### src/inc/flow_unit_pkg.sv
package flow_unit_pkg;

  // Operations carried out by the unit, selected through the control register
  typedef enum logic [4:0] {
    OP_SUBROUTINE_CALL_ABS,
    OP_SHORT_PAGE_SUBROUTINE_JUMP,
    OP_VECTOR_TABLE_SUBROUTINE_JUMP,
    OP_SOFTWARE_BREAK_TRAP,
    OP_SUBROUTINE_RETURN,
    OP_INTERRUPT_RETURN,
    OP_BREAK_RETURN,
    OP_PUSH_FLAG_WORD,
    OP_PUSH_PAIR,
    OP_POP_FLAG_WORD,
    OP_POP_PAIR,
    OP_JUMP_ABS,
    OP_JUMP_REL,
    OP_JUMP_ACC_PAIR,
    OP_JUMP_IF_CARRY_SET,
    OP_JUMP_IF_CARRY_CLEAR,
    OP_JUMP_IF_ZERO_SET,
    OP_JUMP_IF_ZERO_CLEAR
  } op_e;

  localparam logic [4:0] OP_COUNT = 5'h12;

  // Register byte offsets
  localparam logic [7:0] REG_CTRL = 8'h00;
  localparam logic [7:0] REG_STATUS = 8'h04;
  localparam logic [7:0] REG_PC = 8'h08;
  localparam logic [7:0] REG_SP = 8'h0c;
  localparam logic [7:0] REG_FLAGS = 8'h10;
  localparam logic [7:0] REG_ACC_PAIR = 8'h14;
  localparam logic [7:0] REG_PAIR = 8'h18;
  localparam logic [7:0] REG_MEM_ADDR = 8'h1c;
  localparam logic [7:0] REG_MEM_DATA = 8'h20;

  // Field positions
  localparam int CTRL_START_BIT = 0;
  localparam int CTRL_OP_LSB = 8;
  localparam int CTRL_OPERAND_LSB = 16;
  localparam int STATUS_BUSY_BIT = 0;
  localparam int STATUS_OUT_OF_RAM_BIT = 1;
  localparam int STATUS_CYCLES_LSB = 8;
  localparam int FLAG_CARRY = 0;
  localparam int FLAG_AUX_CARRY = 4;
  localparam int FLAG_ZERO = 6;
  localparam int FLAG_INT_ENABLE = 7;

  // Reset values
  localparam logic [15:0] PC_RESET = 16'h0000;
  localparam logic [15:0] SP_RESET = 16'h0000;
  localparam logic [7:0] FLAGS_RESET = 8'h00;

  // Fixed addresses
  localparam logic [4:0] SHORT_PAGE_PREFIX = 5'h01;
  localparam logic [7:0] TABLE_PAGE = 8'h00;
  localparam logic [15:0] TRAP_VECTOR = 16'h003e;
  localparam logic [15:0] FAST_RAM_FIRST = 16'h0000;
  localparam logic [15:0] FAST_RAM_LAST = 16'h00ff;

  // Instruction lengths in bytes and clock counts
  localparam logic [15:0] LEN_ONE = 16'h0001;
  localparam logic [15:0] LEN_TWO = 16'h0002;
  localparam logic [15:0] LEN_THREE = 16'h0003;
  localparam logic [3:0] CYC_CALL_ABS = 4'h7;
  localparam logic [3:0] CYC_SHORT_CALL = 4'h5;
  localparam logic [3:0] CYC_SIX = 4'h6;
  localparam logic [3:0] CYC_FLAG_STACK = 4'h2;
  localparam logic [3:0] CYC_PAIR_STACK = 4'h4;
  localparam logic [3:0] CYC_JUMP_ACC = 4'h8;

  function automatic logic [15:0] opLength(input op_e op);
    unique case (op)
      OP_SUBROUTINE_CALL_ABS, OP_JUMP_ABS: opLength = LEN_THREE;
      OP_SHORT_PAGE_SUBROUTINE_JUMP, OP_JUMP_REL, OP_JUMP_ACC_PAIR,
      OP_JUMP_IF_CARRY_SET, OP_JUMP_IF_CARRY_CLEAR,
      OP_JUMP_IF_ZERO_SET, OP_JUMP_IF_ZERO_CLEAR: opLength = LEN_TWO;
      default: opLength = LEN_ONE;
    endcase
  endfunction

  // Only the fast-RAM column exists for these operations
  function automatic logic [3:0] opCycles(input op_e op);
    unique case (op)
      OP_SUBROUTINE_CALL_ABS: opCycles = CYC_CALL_ABS;
      OP_SHORT_PAGE_SUBROUTINE_JUMP: opCycles = CYC_SHORT_CALL;
      OP_PUSH_FLAG_WORD, OP_POP_FLAG_WORD: opCycles = CYC_FLAG_STACK;
      OP_PUSH_PAIR, OP_POP_PAIR: opCycles = CYC_PAIR_STACK;
      OP_JUMP_ACC_PAIR: opCycles = CYC_JUMP_ACC;
      default: opCycles = CYC_SIX;
    endcase
  endfunction

  function automatic logic outsideFastRam(input logic [15:0] addr);
    outsideFastRam = (addr < FAST_RAM_FIRST) || (addr > FAST_RAM_LAST);
  endfunction

endpackage

### src/hw/call_return_branch_unit.sv
`timescale 1ns/100ps
module call_return_branch_unit #(
  parameter int MEM_ADDR_W = 8
) (
  input wire logic clk,
  input wire logic srst,
  input wire logic hsel,
  input wire logic [31:0] haddr,
  input wire logic [1:0] htrans,
  input wire logic hwrite,
  input wire logic [2:0] hsize,
  input wire logic [31:0] hwdata,
  input wire logic hready,
  output logic [31:0] hrdata,
  output logic hreadyout,
  output logic hresp
);

  typedef enum logic {
    PH_IDLE,
    PH_EXEC
  } phase_e;

  typedef struct packed {
    phase_e phase;
    flow_unit_pkg::op_e op;
    logic [15:0] operand;
    logic [3:0] step;
    logic [3:0] lastCycles;
    logic [15:0] pc;
    logic [15:0] sp;
    logic [7:0] flagWord;
    logic [15:0] accumulatorPair;
    logic [15:0] pairOperand;
    logic [15:0] memAddr;
    logic [2:0][7:0] readBytes;
    logic outOfRam;
    logic dataPhase;
    logic [7:0] dataAddr;
    logic dataWrite;
    logic readyOut;
    logic [31:0] readData;
  } state_s;

  state_s s_q;
  state_s s_d;

  logic wrEn;
  logic [15:0] wrAddr;
  logic [7:0] wrData;
  logic [15:0] rdAddr;
  logic [7:0] rdData;
  logic [15:0] returnAddr;
  logic [15:0] relTarget;
  logic [15:0] readBase;
  logic [2:0][7:0] writeBytes;
  logic [3:0] nWrites;
  logic [3:0] readStart;
  logic [3:0] nReads;
  logic [3:0] readIdx;
  logic [3:0] lastStep;
  logic taken;
  logic busy;

  assign busy = (s_q.phase == PH_EXEC);
  assign returnAddr = s_q.pc + flow_unit_pkg::opLength(s_q.op);
  // Two's-complement displacement, extended before the add
  assign relTarget = returnAddr + 16'(signed'(s_q.operand[7:0]));
  assign lastStep = flow_unit_pkg::opCycles(s_q.op) - 4'h1;
  assign readIdx = s_q.step - readStart;

  // Per-operation stack traffic: writes run from step 0, reads from readStart
  always_comb begin
    writeBytes = '0;
    nWrites = '0;
    readStart = '0;
    nReads = '0;
    readBase = s_q.sp;
    taken = 1'b0;
    unique case (s_q.op)
      flow_unit_pkg::OP_SUBROUTINE_CALL_ABS,
      flow_unit_pkg::OP_SHORT_PAGE_SUBROUTINE_JUMP: begin
        writeBytes[0] = returnAddr[15:8];
        writeBytes[1] = returnAddr[7:0];
        nWrites = 4'h2;
      end
      flow_unit_pkg::OP_VECTOR_TABLE_SUBROUTINE_JUMP: begin
        writeBytes[0] = returnAddr[15:8];
        writeBytes[1] = returnAddr[7:0];
        nWrites = 4'h2;
        readStart = 4'h2;
        nReads = 4'h2;
        readBase = {flow_unit_pkg::TABLE_PAGE, 8'(s_q.operand[4:0])};
      end
      flow_unit_pkg::OP_SOFTWARE_BREAK_TRAP: begin
        writeBytes[0] = s_q.flagWord;
        writeBytes[1] = returnAddr[15:8];
        writeBytes[2] = returnAddr[7:0];
        nWrites = 4'h3;
        readStart = 4'h3;
        nReads = 4'h2;
        readBase = flow_unit_pkg::TRAP_VECTOR;
      end
      flow_unit_pkg::OP_SUBROUTINE_RETURN: begin
        nReads = 4'h2;
      end
      flow_unit_pkg::OP_INTERRUPT_RETURN,
      flow_unit_pkg::OP_BREAK_RETURN: begin
        nReads = 4'h3;
      end
      flow_unit_pkg::OP_PUSH_FLAG_WORD: begin
        writeBytes[0] = s_q.flagWord;
        nWrites = 4'h1;
      end
      flow_unit_pkg::OP_PUSH_PAIR: begin
        writeBytes[0] = s_q.pairOperand[15:8];
        writeBytes[1] = s_q.pairOperand[7:0];
        nWrites = 4'h2;
      end
      flow_unit_pkg::OP_POP_FLAG_WORD: begin
        nReads = 4'h1;
      end
      flow_unit_pkg::OP_POP_PAIR: begin
        nReads = 4'h2;
      end
      flow_unit_pkg::OP_JUMP_IF_CARRY_SET: begin
        taken = s_q.flagWord[flow_unit_pkg::FLAG_CARRY];
      end
      flow_unit_pkg::OP_JUMP_IF_CARRY_CLEAR: begin
        taken = !s_q.flagWord[flow_unit_pkg::FLAG_CARRY];
      end
      flow_unit_pkg::OP_JUMP_IF_ZERO_SET: begin
        taken = s_q.flagWord[flow_unit_pkg::FLAG_ZERO];
      end
      flow_unit_pkg::OP_JUMP_IF_ZERO_CLEAR: begin
        taken = !s_q.flagWord[flow_unit_pkg::FLAG_ZERO];
      end
      default: begin
        taken = 1'b0;
      end
    endcase
  end

  always_comb begin
    s_d = s_q;
    wrEn = 1'b0;
    wrAddr = s_q.memAddr;
    wrData = '0;
    rdAddr = s_q.memAddr;

    // Instruction sequencer
    if (busy) begin
      if (s_q.step < nWrites) begin
        wrEn = 1'b1;
        // sp + ~step is sp - 1 - step: successive pushes go downward
        wrAddr = s_q.sp + ~{12'h000, s_q.step};
        wrData = writeBytes[s_q.step[1:0]];
        if (flow_unit_pkg::outsideFastRam(wrAddr)) begin
          s_d.outOfRam = 1'b1;
        end
      end
      if (s_q.step >= readStart && s_q.step < readStart + nReads) begin
        rdAddr = readBase + {12'h000, readIdx};
        if (flow_unit_pkg::outsideFastRam(rdAddr)) begin
          s_d.outOfRam = 1'b1;
        end
      end
      // Read data leave the memory register one step after the address
      if (s_q.step > readStart && s_q.step <= readStart + nReads) begin
        s_d.readBytes[readIdx[1:0] - 2'h1] = rdData;
      end
      if (s_q.step == lastStep) begin
        s_d.phase = PH_IDLE;
        s_d.lastCycles = flow_unit_pkg::opCycles(s_q.op);
        s_d.pc = returnAddr;
        unique case (s_q.op)
          flow_unit_pkg::OP_SUBROUTINE_CALL_ABS: begin
            s_d.pc = s_q.operand;
            s_d.sp = s_q.sp - {12'h000, nWrites};
          end
          flow_unit_pkg::OP_SHORT_PAGE_SUBROUTINE_JUMP: begin
            s_d.pc = {flow_unit_pkg::SHORT_PAGE_PREFIX, s_q.operand[10:0]};
            s_d.sp = s_q.sp - {12'h000, nWrites};
          end
          flow_unit_pkg::OP_VECTOR_TABLE_SUBROUTINE_JUMP: begin
            s_d.pc = {s_d.readBytes[1], s_d.readBytes[0]};
            s_d.sp = s_q.sp - {12'h000, nWrites};
          end
          flow_unit_pkg::OP_SOFTWARE_BREAK_TRAP: begin
            s_d.pc = {s_d.readBytes[1], s_d.readBytes[0]};
            s_d.sp = s_q.sp - {12'h000, nWrites};
            s_d.flagWord[flow_unit_pkg::FLAG_INT_ENABLE] = 1'b0;
          end
          flow_unit_pkg::OP_SUBROUTINE_RETURN: begin
            s_d.pc = {s_d.readBytes[1], s_d.readBytes[0]};
            s_d.sp = s_q.sp + {12'h000, nReads};
          end
          flow_unit_pkg::OP_INTERRUPT_RETURN,
          flow_unit_pkg::OP_BREAK_RETURN: begin
            s_d.pc = {s_d.readBytes[1], s_d.readBytes[0]};
            s_d.flagWord = s_d.readBytes[2];
            s_d.sp = s_q.sp + {12'h000, nReads};
          end
          flow_unit_pkg::OP_PUSH_FLAG_WORD,
          flow_unit_pkg::OP_PUSH_PAIR: begin
            s_d.sp = s_q.sp - {12'h000, nWrites};
          end
          flow_unit_pkg::OP_POP_FLAG_WORD: begin
            s_d.flagWord = s_d.readBytes[0];
            s_d.sp = s_q.sp + {12'h000, nReads};
          end
          flow_unit_pkg::OP_POP_PAIR: begin
            s_d.pairOperand = {s_d.readBytes[1], s_d.readBytes[0]};
            s_d.sp = s_q.sp + {12'h000, nReads};
          end
          flow_unit_pkg::OP_JUMP_ABS: begin
            s_d.pc = s_q.operand;
          end
          flow_unit_pkg::OP_JUMP_REL: begin
            s_d.pc = relTarget;
          end
          flow_unit_pkg::OP_JUMP_ACC_PAIR: begin
            s_d.pc = s_q.accumulatorPair;
          end
          default: begin
            s_d.pc = taken ? relTarget : returnAddr;
          end
        endcase
      end else begin
        s_d.step = s_q.step + 4'h1;
      end
    end

    // Bus slave: one wait state, then the write lands or read data appear
    if (s_q.dataPhase) begin
      s_d.dataPhase = 1'b0;
      s_d.readyOut = 1'b1;
      s_d.readData = '0;
      if (s_q.dataWrite) begin
        unique case (s_q.dataAddr)
          flow_unit_pkg::REG_CTRL: begin
            // A start with an unknown operation code is dropped
            if (!busy && hwdata[flow_unit_pkg::CTRL_START_BIT]
                && hwdata[flow_unit_pkg::CTRL_OP_LSB +: 5] < flow_unit_pkg::OP_COUNT) begin
              s_d.phase = PH_EXEC;
              s_d.op = flow_unit_pkg::op_e'(hwdata[flow_unit_pkg::CTRL_OP_LSB +: 5]);
              s_d.operand = hwdata[flow_unit_pkg::CTRL_OPERAND_LSB +: 16];
              s_d.step = '0;
              s_d.outOfRam = 1'b0;
              s_d.readBytes = '0;
            end
          end
          flow_unit_pkg::REG_PC: begin
            if (!busy) begin
              s_d.pc = hwdata[15:0];
            end
          end
          flow_unit_pkg::REG_SP: begin
            if (!busy) begin
              s_d.sp = hwdata[15:0];
            end
          end
          flow_unit_pkg::REG_FLAGS: begin
            if (!busy) begin
              s_d.flagWord = hwdata[7:0];
            end
          end
          flow_unit_pkg::REG_ACC_PAIR: begin
            if (!busy) begin
              s_d.accumulatorPair = hwdata[15:0];
            end
          end
          flow_unit_pkg::REG_PAIR: begin
            if (!busy) begin
              s_d.pairOperand = hwdata[15:0];
            end
          end
          flow_unit_pkg::REG_MEM_ADDR: begin
            s_d.memAddr = hwdata[15:0];
          end
          flow_unit_pkg::REG_MEM_DATA: begin
            // The sequencer owns the memory port while an operation runs
            if (!busy) begin
              wrEn = 1'b1;
              wrData = hwdata[7:0];
            end
          end
          default: begin
            s_d.readData = '0;
          end
        endcase
      end else begin
        unique case (s_q.dataAddr)
          flow_unit_pkg::REG_STATUS: begin
            s_d.readData[flow_unit_pkg::STATUS_BUSY_BIT] = busy;
            s_d.readData[flow_unit_pkg::STATUS_OUT_OF_RAM_BIT] = s_q.outOfRam;
            s_d.readData[flow_unit_pkg::STATUS_CYCLES_LSB +: 4] = s_q.lastCycles;
          end
          flow_unit_pkg::REG_PC: s_d.readData[15:0] = s_q.pc;
          flow_unit_pkg::REG_SP: s_d.readData[15:0] = s_q.sp;
          flow_unit_pkg::REG_FLAGS: s_d.readData[7:0] = s_q.flagWord;
          flow_unit_pkg::REG_ACC_PAIR: s_d.readData[15:0] = s_q.accumulatorPair;
          flow_unit_pkg::REG_PAIR: s_d.readData[15:0] = s_q.pairOperand;
          flow_unit_pkg::REG_MEM_ADDR: s_d.readData[15:0] = s_q.memAddr;
          flow_unit_pkg::REG_MEM_DATA: s_d.readData[7:0] = rdData;
          default: s_d.readData = '0;
        endcase
      end
    end
    if (hsel && htrans[1] && hready) begin
      s_d.dataPhase = 1'b1;
      s_d.dataAddr = haddr[7:0];
      s_d.dataWrite = hwrite;
      s_d.readyOut = 1'b0;
    end
  end

  always_ff @(posedge clk) begin
    if (srst) begin
      s_q <= '0;
      s_q.phase <= PH_IDLE;
      s_q.op <= flow_unit_pkg::OP_SUBROUTINE_CALL_ABS;
      s_q.pc <= flow_unit_pkg::PC_RESET;
      s_q.sp <= flow_unit_pkg::SP_RESET;
      s_q.flagWord <= flow_unit_pkg::FLAGS_RESET;
      s_q.readyOut <= 1'b1;
    end else begin
      s_q <= s_d;
    end
  end

  stack_byte_ram #(
    .ADDR_W(MEM_ADDR_W),
    .DATA_W(8)
  ) u_ram (
    .clk(clk),
    .srst(srst),
    .wrEn(wrEn),
    .wrAddr(wrAddr[MEM_ADDR_W-1:0]),
    .wrData(wrData),
    .rdAddr(rdAddr[MEM_ADDR_W-1:0]),
    .rdData(rdData)
  );

  assign hrdata = s_q.readData;
  assign hreadyout = s_q.readyOut;
  // Every transfer ends OKAY
  assign hresp = 1'b0;

endmodule

### src/hw/stack_byte_ram.sv
`timescale 1ns/100ps
module stack_byte_ram #(
  parameter int ADDR_W = 8,
  parameter int DATA_W = 8
) (
  input wire logic clk,
  input wire logic srst,
  input wire logic wrEn,
  input wire logic [ADDR_W-1:0] wrAddr,
  input wire logic [DATA_W-1:0] wrData,
  input wire logic [ADDR_W-1:0] rdAddr,
  output logic [DATA_W-1:0] rdData
);

  typedef struct packed {
    logic [(1 << ADDR_W)-1:0][DATA_W-1:0] mem;
    logic [DATA_W-1:0] rdData;
  } ram_s;

  ram_s s_q;
  ram_s s_d;

  // Read before write: a read of the word being written returns the old byte
  always_comb begin
    s_d = s_q;
    s_d.rdData = s_q.mem[rdAddr];
    if (wrEn) begin
      s_d.mem[wrAddr] = wrData;
    end
  end

  // Contents are left alone by reset; only the read register is cleared
  always_ff @(posedge clk) begin
    s_q <= s_d;
    if (srst) begin
      s_q.rdData <= '0;
    end
  end

  assign rdData = s_q.rdData;

endmodule

### config.mk
export PLATFORM = sky130hd
export DESIGN_NAME = call_return_branch_unit
export DESIGN_NICKNAME = d
export VERILOG_FILES = /design/src/inc/flow_unit_pkg.sv /design/src/hw/call_return_branch_unit.sv /design/src/hw/stack_byte_ram.sv
export SDC_FILE = /design/constraint.sdc
export NUM_CORES = 2
export LEC_CHECK = 0
export BUFFER_PORTS_ARGS = -buffer_cell sky130_fd_sc_hd__buf_2
export CELL_PAD_IN_SITES_DETAIL_PLACEMENT = 1
export CELL_PAD_IN_SITES_GLOBAL_PLACEMENT = 2
export CORE_MARGIN = 2
export CORE_UTILIZATION = 35
export DETAILED_ROUTE_END_ITERATION = 10
export PLACE_DENSITY_LB_ADDON = 0.1
export SYNTH_ARGS = -nofsm -noshare
export SYNTH_HDL_FRONTEND = slang
export SYNTH_SLANG_ARGS = --single-unit
### constraint.sdc
create_clock -name clk -period 15.49 [get_ports clk]
set_input_delay 3.098 -clock clk [delete_from_list [all_inputs] [get_ports clk]]
set_output_delay 3.098 -clock clk [all_outputs]
set_load 0.005 [all_outputs]
# Word-level counts from Yosys, hierarchy flattened
# Memory sizes are Yosys's and may differ from the RTL's. A register that Yosys moved wholly into a read port is not among the register bits.
# Cells that the tools add are included.
[totals]
reg_bits = 2242
latchBits = 0
ramBits = 0
rom_bits = 64
inputBits = 74
out_inout_bits = 34
word_cells = 447
memories = 1
[memory_table]
columns = ["memory", "depth", "word_bits", "rd", "rd_ports_with_merged_regs", "wr", "line_no", "text"]
rows = [
  ["(name not given)", 32, 2, 1, 1, 0, "flow_unit_pkg.sv:74", "unique case (op)"],
]
[op_classes]
n_addsub = 11
multipliers = 0
div = 0
order_cmp = 16
n_eq_ne = 26
n_shift = 0
n_mux = 82
bitwise_logic = 2
reduce_logical = 32
[ops]
columns = ["op", "count"]
rows = [
  ["$bwmux 2048", 1],
  ["$mux 16", 14],
  ["$mux 8", 17],
  ["$mux 114", 1],
  ["$mux 113", 1],
  ["$mux 26", 4],
  ["$pmux 16 s6", 1],
  ["$mux 25", 3],
  ["$bmux 8 s8", 1],
  ["$demux 8 s8", 1],
  ["$pmux 16 s2", 2],
  ["$add 16x16->16", 3],
  ["$mux 48", 1],
  ["$pmux 8 s3", 2],
  ["$mux 44", 1],
  ["$pmux 6 s7", 1],
  ["$eq 5x4->1 const B", 8],
  ["$pmux 4 s5", 2],
  ["$mux 33", 1],
  ["$add 16x4->16", 2],
  ["$eq 8x5->1 const B", 4],
  ["$gt 16x8->1 const B", 2],
  ["$lt 16x1->1 const B", 2],
  ["$bwmux 24", 1],
  ["53 further kinds", 93],
]

# Depth between registers and ports, before layout
[depth]
ltp_word = 18
mapped_depth = 26
depth_no_buf = 20

# Cells and area by module
# A second synthesis with hierarchy kept.
[unflattened]
cells_unflattened = 5401
hier_area_um2 = 92130.9
[modules_own_cells]
columns = ["mod", "n_inst", "cells_each", "area_per_inst_um2", "seq_area_each_um2"]
rows = [
  ["stack_byte_ram", 1, 3843, 80089.3, 61659.1],
  ["call_return_branch_unit", 1, 1558, 12041.5, 3443.3],
]

# Least setup slack after synthesis
# OpenSTA, ideal clock, no wires.
[synth_timing]
path_type = "flip-flop to flip-flop"
startpoint = "register s_q[183] (netlist name)"
endpoint = "register u_ram.s_q[1002] (netlist name) (data pin)"
setup_time_ps = 2234
arrival_ps = 12701
required_ps = 13256
path_slack_ps = 555
stages_incl_launch_ff = 12
n_path_buf = 5
synth_period_minus_slack_ps = 14935
path_cell_list = "dfxtp_1 clkbuf_1 clkbuf_1 and3_1 clkbuf_1 nor2_1 ha_1 o21ai_0 nand4b_1 clkbuf_1 clkbuf_1 o31ai_1"
[synth_between]
elab_chain_len = 12
elab_cells_between_ends = 30
cone_classes = "3 x order compare; 5 x eq/ne; 17 x mux; 5 x reduce/logical"
[synth_lines]
columns = ["element", "line_no", "text"]
rows = [
  ["start: declaration", "call_return_branch_unit.sv:45", "state_s s_q;"],
  ["parallel branches: the longest is 5 deep, another holds $lt 4x4->1", "n/a", ""],
  ["$mux 8 (*)", "call_return_branch_unit.sv:153", "if (s_q.step < nWrites) begin"],
  ["$mux 8 (*)", "call_return_branch_unit.sv:152", "if (busy) begin"],
  ["$mux 8", "call_return_branch_unit.sv:283", "if (!busy) begin"],
  ["$mux 8", "call_return_branch_unit.sv:240", "unique case (s_q.dataAddr)"],
  ["$mux 8", "call_return_branch_unit.sv:239", "if (s_q.dataWrite) begin"],
  ["$mux 8 (*)", "call_return_branch_unit.sv:235", "if (s_q.dataPhase) begin"],
  ["named net u_ram.wrData[2]", "stack_byte_ram.sv:10", "input wire logic [DATA_W-1:0] wrData,"],
  ["$bwmux 2048 (*)", "stack_byte_ram.sv:28", "s_d.mem[wrAddr] = wrData;"],
  ["end: declaration", "stack_byte_ram.sv:20", "ram_s s_q;"],
]
# Mark *: on every way through the listed nets, which the timed path passes. The select of a mux whose other input is x is not followed.
# A chain may end at the register's enable or synchronous reset.

# Final worst setup path
[layout_timing]
startpoint = "register s_q[182] (netlist name)"
endpoint = "register, netlist name u_ram.rdData[0]"
[layout_between]
elab_chain_len = 10
elab_cells_between_ends = 22
cone_classes = "3 x add/sub; 2 x order compare; 7 x eq/ne; 7 x mux; 3 x reduce/logical"
[layout_lines]
columns = ["element", "line_no", "text"]
rows = [
  ["parallel branches: the longest is 6 deep, another holds $add 16x4->16", "n/a", ""],
  ["$mux 8 (*)", "call_return_branch_unit.sv:162", "if (s_q.step >= readStart && s_q.step < readStart + nReads) begin"],
  ["$mux 8 (*)", "call_return_branch_unit.sv:152", ""],
  ["$bmux 8 s8 (*)", "stack_byte_ram.sv:26", "s_d.rdData = s_q.mem[rdAddr];"],
  ["$mux 8 (not written as such) (*)", "stack_byte_ram.sv:26", ""],
]
# Mark *: on every way between the ends. The select of a mux whose other input is x is not followed.

==> run_results.csv <==
group,metric,value,unit
floorplan,coreArea,0.270,sq mm
pwr,power.leakage,37.4,nW
synth,synth_warnings,0,
setup_path,rrSetupSlack,6220,ps
drt,vias,64931,
layout,synthToLayoutAreaGrowth,13.1,%
flow_run,max_cap_violations,0,
synth,synth_ff_type,"edfxtp_1",
synth,avgSynthCellArea,12.6,sq um
global_route,grt_max_degree,184,
timing,fmax,108,MHz
floorplan,die_w,525,um
setup_path,crit_buf_inv,4,
min_path,hp-start,"hrdata[7]$_SDFFE_PP0P_",
drt,wl_met2,176000,um
timing,totalNegativeSetupSlack,0,ps
synth,synth-seq-cells,2228,
drt,drt.antenna.violating_nets,0,
clock_tree,cts.sinks,2228,
setup_path,required,16180,ps
synth,synth.distinct_cells,86,
setup_path,worst-setup-path-type,"flop to flop",
floorplan,initial_core_util,35.1,%
clock_tree,clock-root-buffer,"clkbuf_16",
drt,met3_wirelength,18600,um
synth,synth_edf_count,2048,
synth,yosysTopAreaCell,"edfxtp_1",
global_route,grt_overflow_total,0,
synth,yosysMostFrequentCell,"edfxtp_1",
synth,synth_common_cells,"edfxtp_1, nand2_1, nor2_1",
clock_tree,ctsHoldBuffers,0,
timing,rsz0062_at_grt,"false",
synth,synth_seq_area_share,68.6,%
drt,vias_per_cell,5.74,
setup_path,r2r_cells,21,
pwr,powerDensity,117,mW/mm^2
run_status,outcome,"completed",
timing,hold_viol,0,
place,dp_hpwl,235000,um
min_path,hold_path_class,"flop to flop",
clock_tree,htreeDepth,5,
setup_path,worst_path_max_delay_cell,"nor2_4",
setup_path,worstSetupStartpointType,"flop",
setup_path,crit_path_max_incr_delay,880,ps
global_route,grt_usage,26.2,%
min_path,holdPathStages,1,
place,place.gp.congestion,0.876,
drt,dr.pass1.iters,8,
drt,drc_errors,0,
floorplan,dieArea,0.275,sq mm
clock_tree,clock_latency,890,ps
timing,relSlewSlack,9.17,%
drt,highest_layer,"met5",
timing,worst_pin_slew,1350,ps
drt,avgRoutedWirePerCell,32.7,um
synth,netlist_instances,7545,
synth,yosys-top-cells-area,"edfxtp_1, nand2_1, mux2i_1",
place,dp.cells,10832,
drt,wl,370000,um
pwr,power,12.6,mW
clock_tree,ctsResizeCount,0,
setup_path,r2r-end,"u_ram.rdData[0]$_SDFF_PP0_",
pwr,peakVddDrop,0.0845,mV
layout,instances_no_fill,11314,
drt,drtIter0Drc,6111,
setup_path,crit_fanout,92,
global_route,grt_pass1_vias,65035,
clock_tree,cts_buffer_depth,4,
layout,fin_nets,7660,
global_route,grt_pass1_wl,518000,um
timing,period_share,59.8,%
clock_tree,post-cts-setup-buffer-count,0,
global_route,grt_antenna_before_repair,23,
synth,synth_area,0.0949,sq mm
timing,maxSlewViolCount,0,
clock_tree,cts_tree,"done",
layout,layout-drive-gt1-share,9.71,%
drt,wl_met1,161000,um
floorplan,io_pins,108,
synth,synth_top_area_share,64.8,%
timing,min_period,9270,ps
timing,finalSetupViolCount,0,
setup_path,worstPathCellList,"buf_4 > nor2_1 > nand4b_1 > nand2_1 > ha_1 > inv_1 > fa_1 > ha_1 > a211oi_1 > a31oi_1 > a21o_1 > nor2_4 > buf_4 > buf_12 > mux2i_1 > o22ai_1 > a221oi_1 > a311oi_1 > o21ai_0 > nand3_1 > a41o_1",
clock_tree,cts_inserted_buffers,266,
setup_path,endpoint_kind,"flop",
clock_tree,clk_pin_slew,60,ps
setup_path,rr_startpoint,"s_q[182]$_SDFFE_PP0P_",
timing,fin_hold_ws,447,ps
min_path,min_to,"hrdata[7]$_SDFFE_PP0P_",
setup_path,critPathTopFamily,"compound AO/OA/AOI/OAI gates",
synth,async_flop_share,0,%
setup_path,worstPathArrival,9960,ps
layout,final_util,39.7,%
place,portBuffers,62,
timing,skew,50.7,ps
floorplan,die_y,525,um
floorplan,std_cell_rows,191,
[per-stage QoR]
stage | setup slack, ps | cell area (sq um)
after floorplan | 555 | 95000
after global placement | 6510 | 99100
after detailed placement | 6440 | 99100
after CTS | 6380 | 107000
after global routing | 5970 | 107000
final | 6220 | 107000
[layout by cell type (no fill, tap or decap), drive strengths merged, types with 127 or more instances in the layout]
| cell | instances |
|---|---|
| edfxtp | 2048 |
| mux2i | 420 |
| nand2 | 1490 |
| buf | 239 |
| nand3 | 375 |
| o21ai | 136 |
| a21oi | 420 |
| dfxtp | 180 |
| and3 | 127 |
| clkbuf | 341 |
| a211oi | 154 |
| nor2 | 499 |
[worst max path at each step]
stage	startpoint	to	slack (ps)	depth (start not counted)
after detailed placement	s_q[182]$_SDFFE_PP0P_	u_ram.rdData[0]$_SDFF_PP0_	6440	21
final	s_q[182]$_SDFFE_PP0P_	u_ram.rdData[0]$_SDFF_PP0_	6220	21
after CTS	s_q[181]$_SDFFE_PP0P_	u_ram.rdData[0]$_SDFF_PP0_	6380	21
after floorplan	s_q[183]$_SDFFE_PP0P_	u_ram.s_q[1002]$_DFFE_PP_	550	11
after global placement	s_q[181]$_SDFFE_PP0P_	u_ram.rdData[0]$_SDFF_PP0_	6510	21
after global routing	s_q[181]$_SDFFE_PP0P_	u_ram.rdData[0]$_SDFF_PP0_	5970	21
[area by class of cell]
class                   instances  area [sq um]
clock buffers                 341          7150
flip-flops and latches       2228         65100
repair buffers                239          1780
inverters                      46           173
well taps                    3570          4470
diodes                          6          15.0
fillers                     28037        163000
multi-input cells            4749         27600
clock inverters               135          1090
[layer usage]
metal	vias up	GRT usage, %
met5	-	0
met4	8	9.36
met3	555	3.18
met2	1869	43.0
met1	34196	35.8
li1	28303	-
[kinds of logic after synthesis]
group	synth area share [%]
XOR/XNOR	0.554
multiplexers	4.57
flip-flops	68.6
AND/OR/NAND/NOR	12.6
AO/OA/AOI/OAI	9.99
other	0.00395
adder cells (fa/ha/maj)	0.785
buffers and inverters	2.93
[sequential cells by signal, summed over array words and instances (netlist names), named ones only]
signal,count
u_ram.rdData,8
hrdata,16
busy,1
u_ram.s_q,2048
s_q,152
hreadyout,1
[power breakdown]
group	total, mW	switching, mW	leakage [nW]	internal, mW
logic	0.0453	0.0357	14.6	0.00950
clock network	6.04	2.58	4.05	3.46
registers	6.47	0.00303	18.8	6.47
Note: power is estimated with default switching activity, not from simulation.
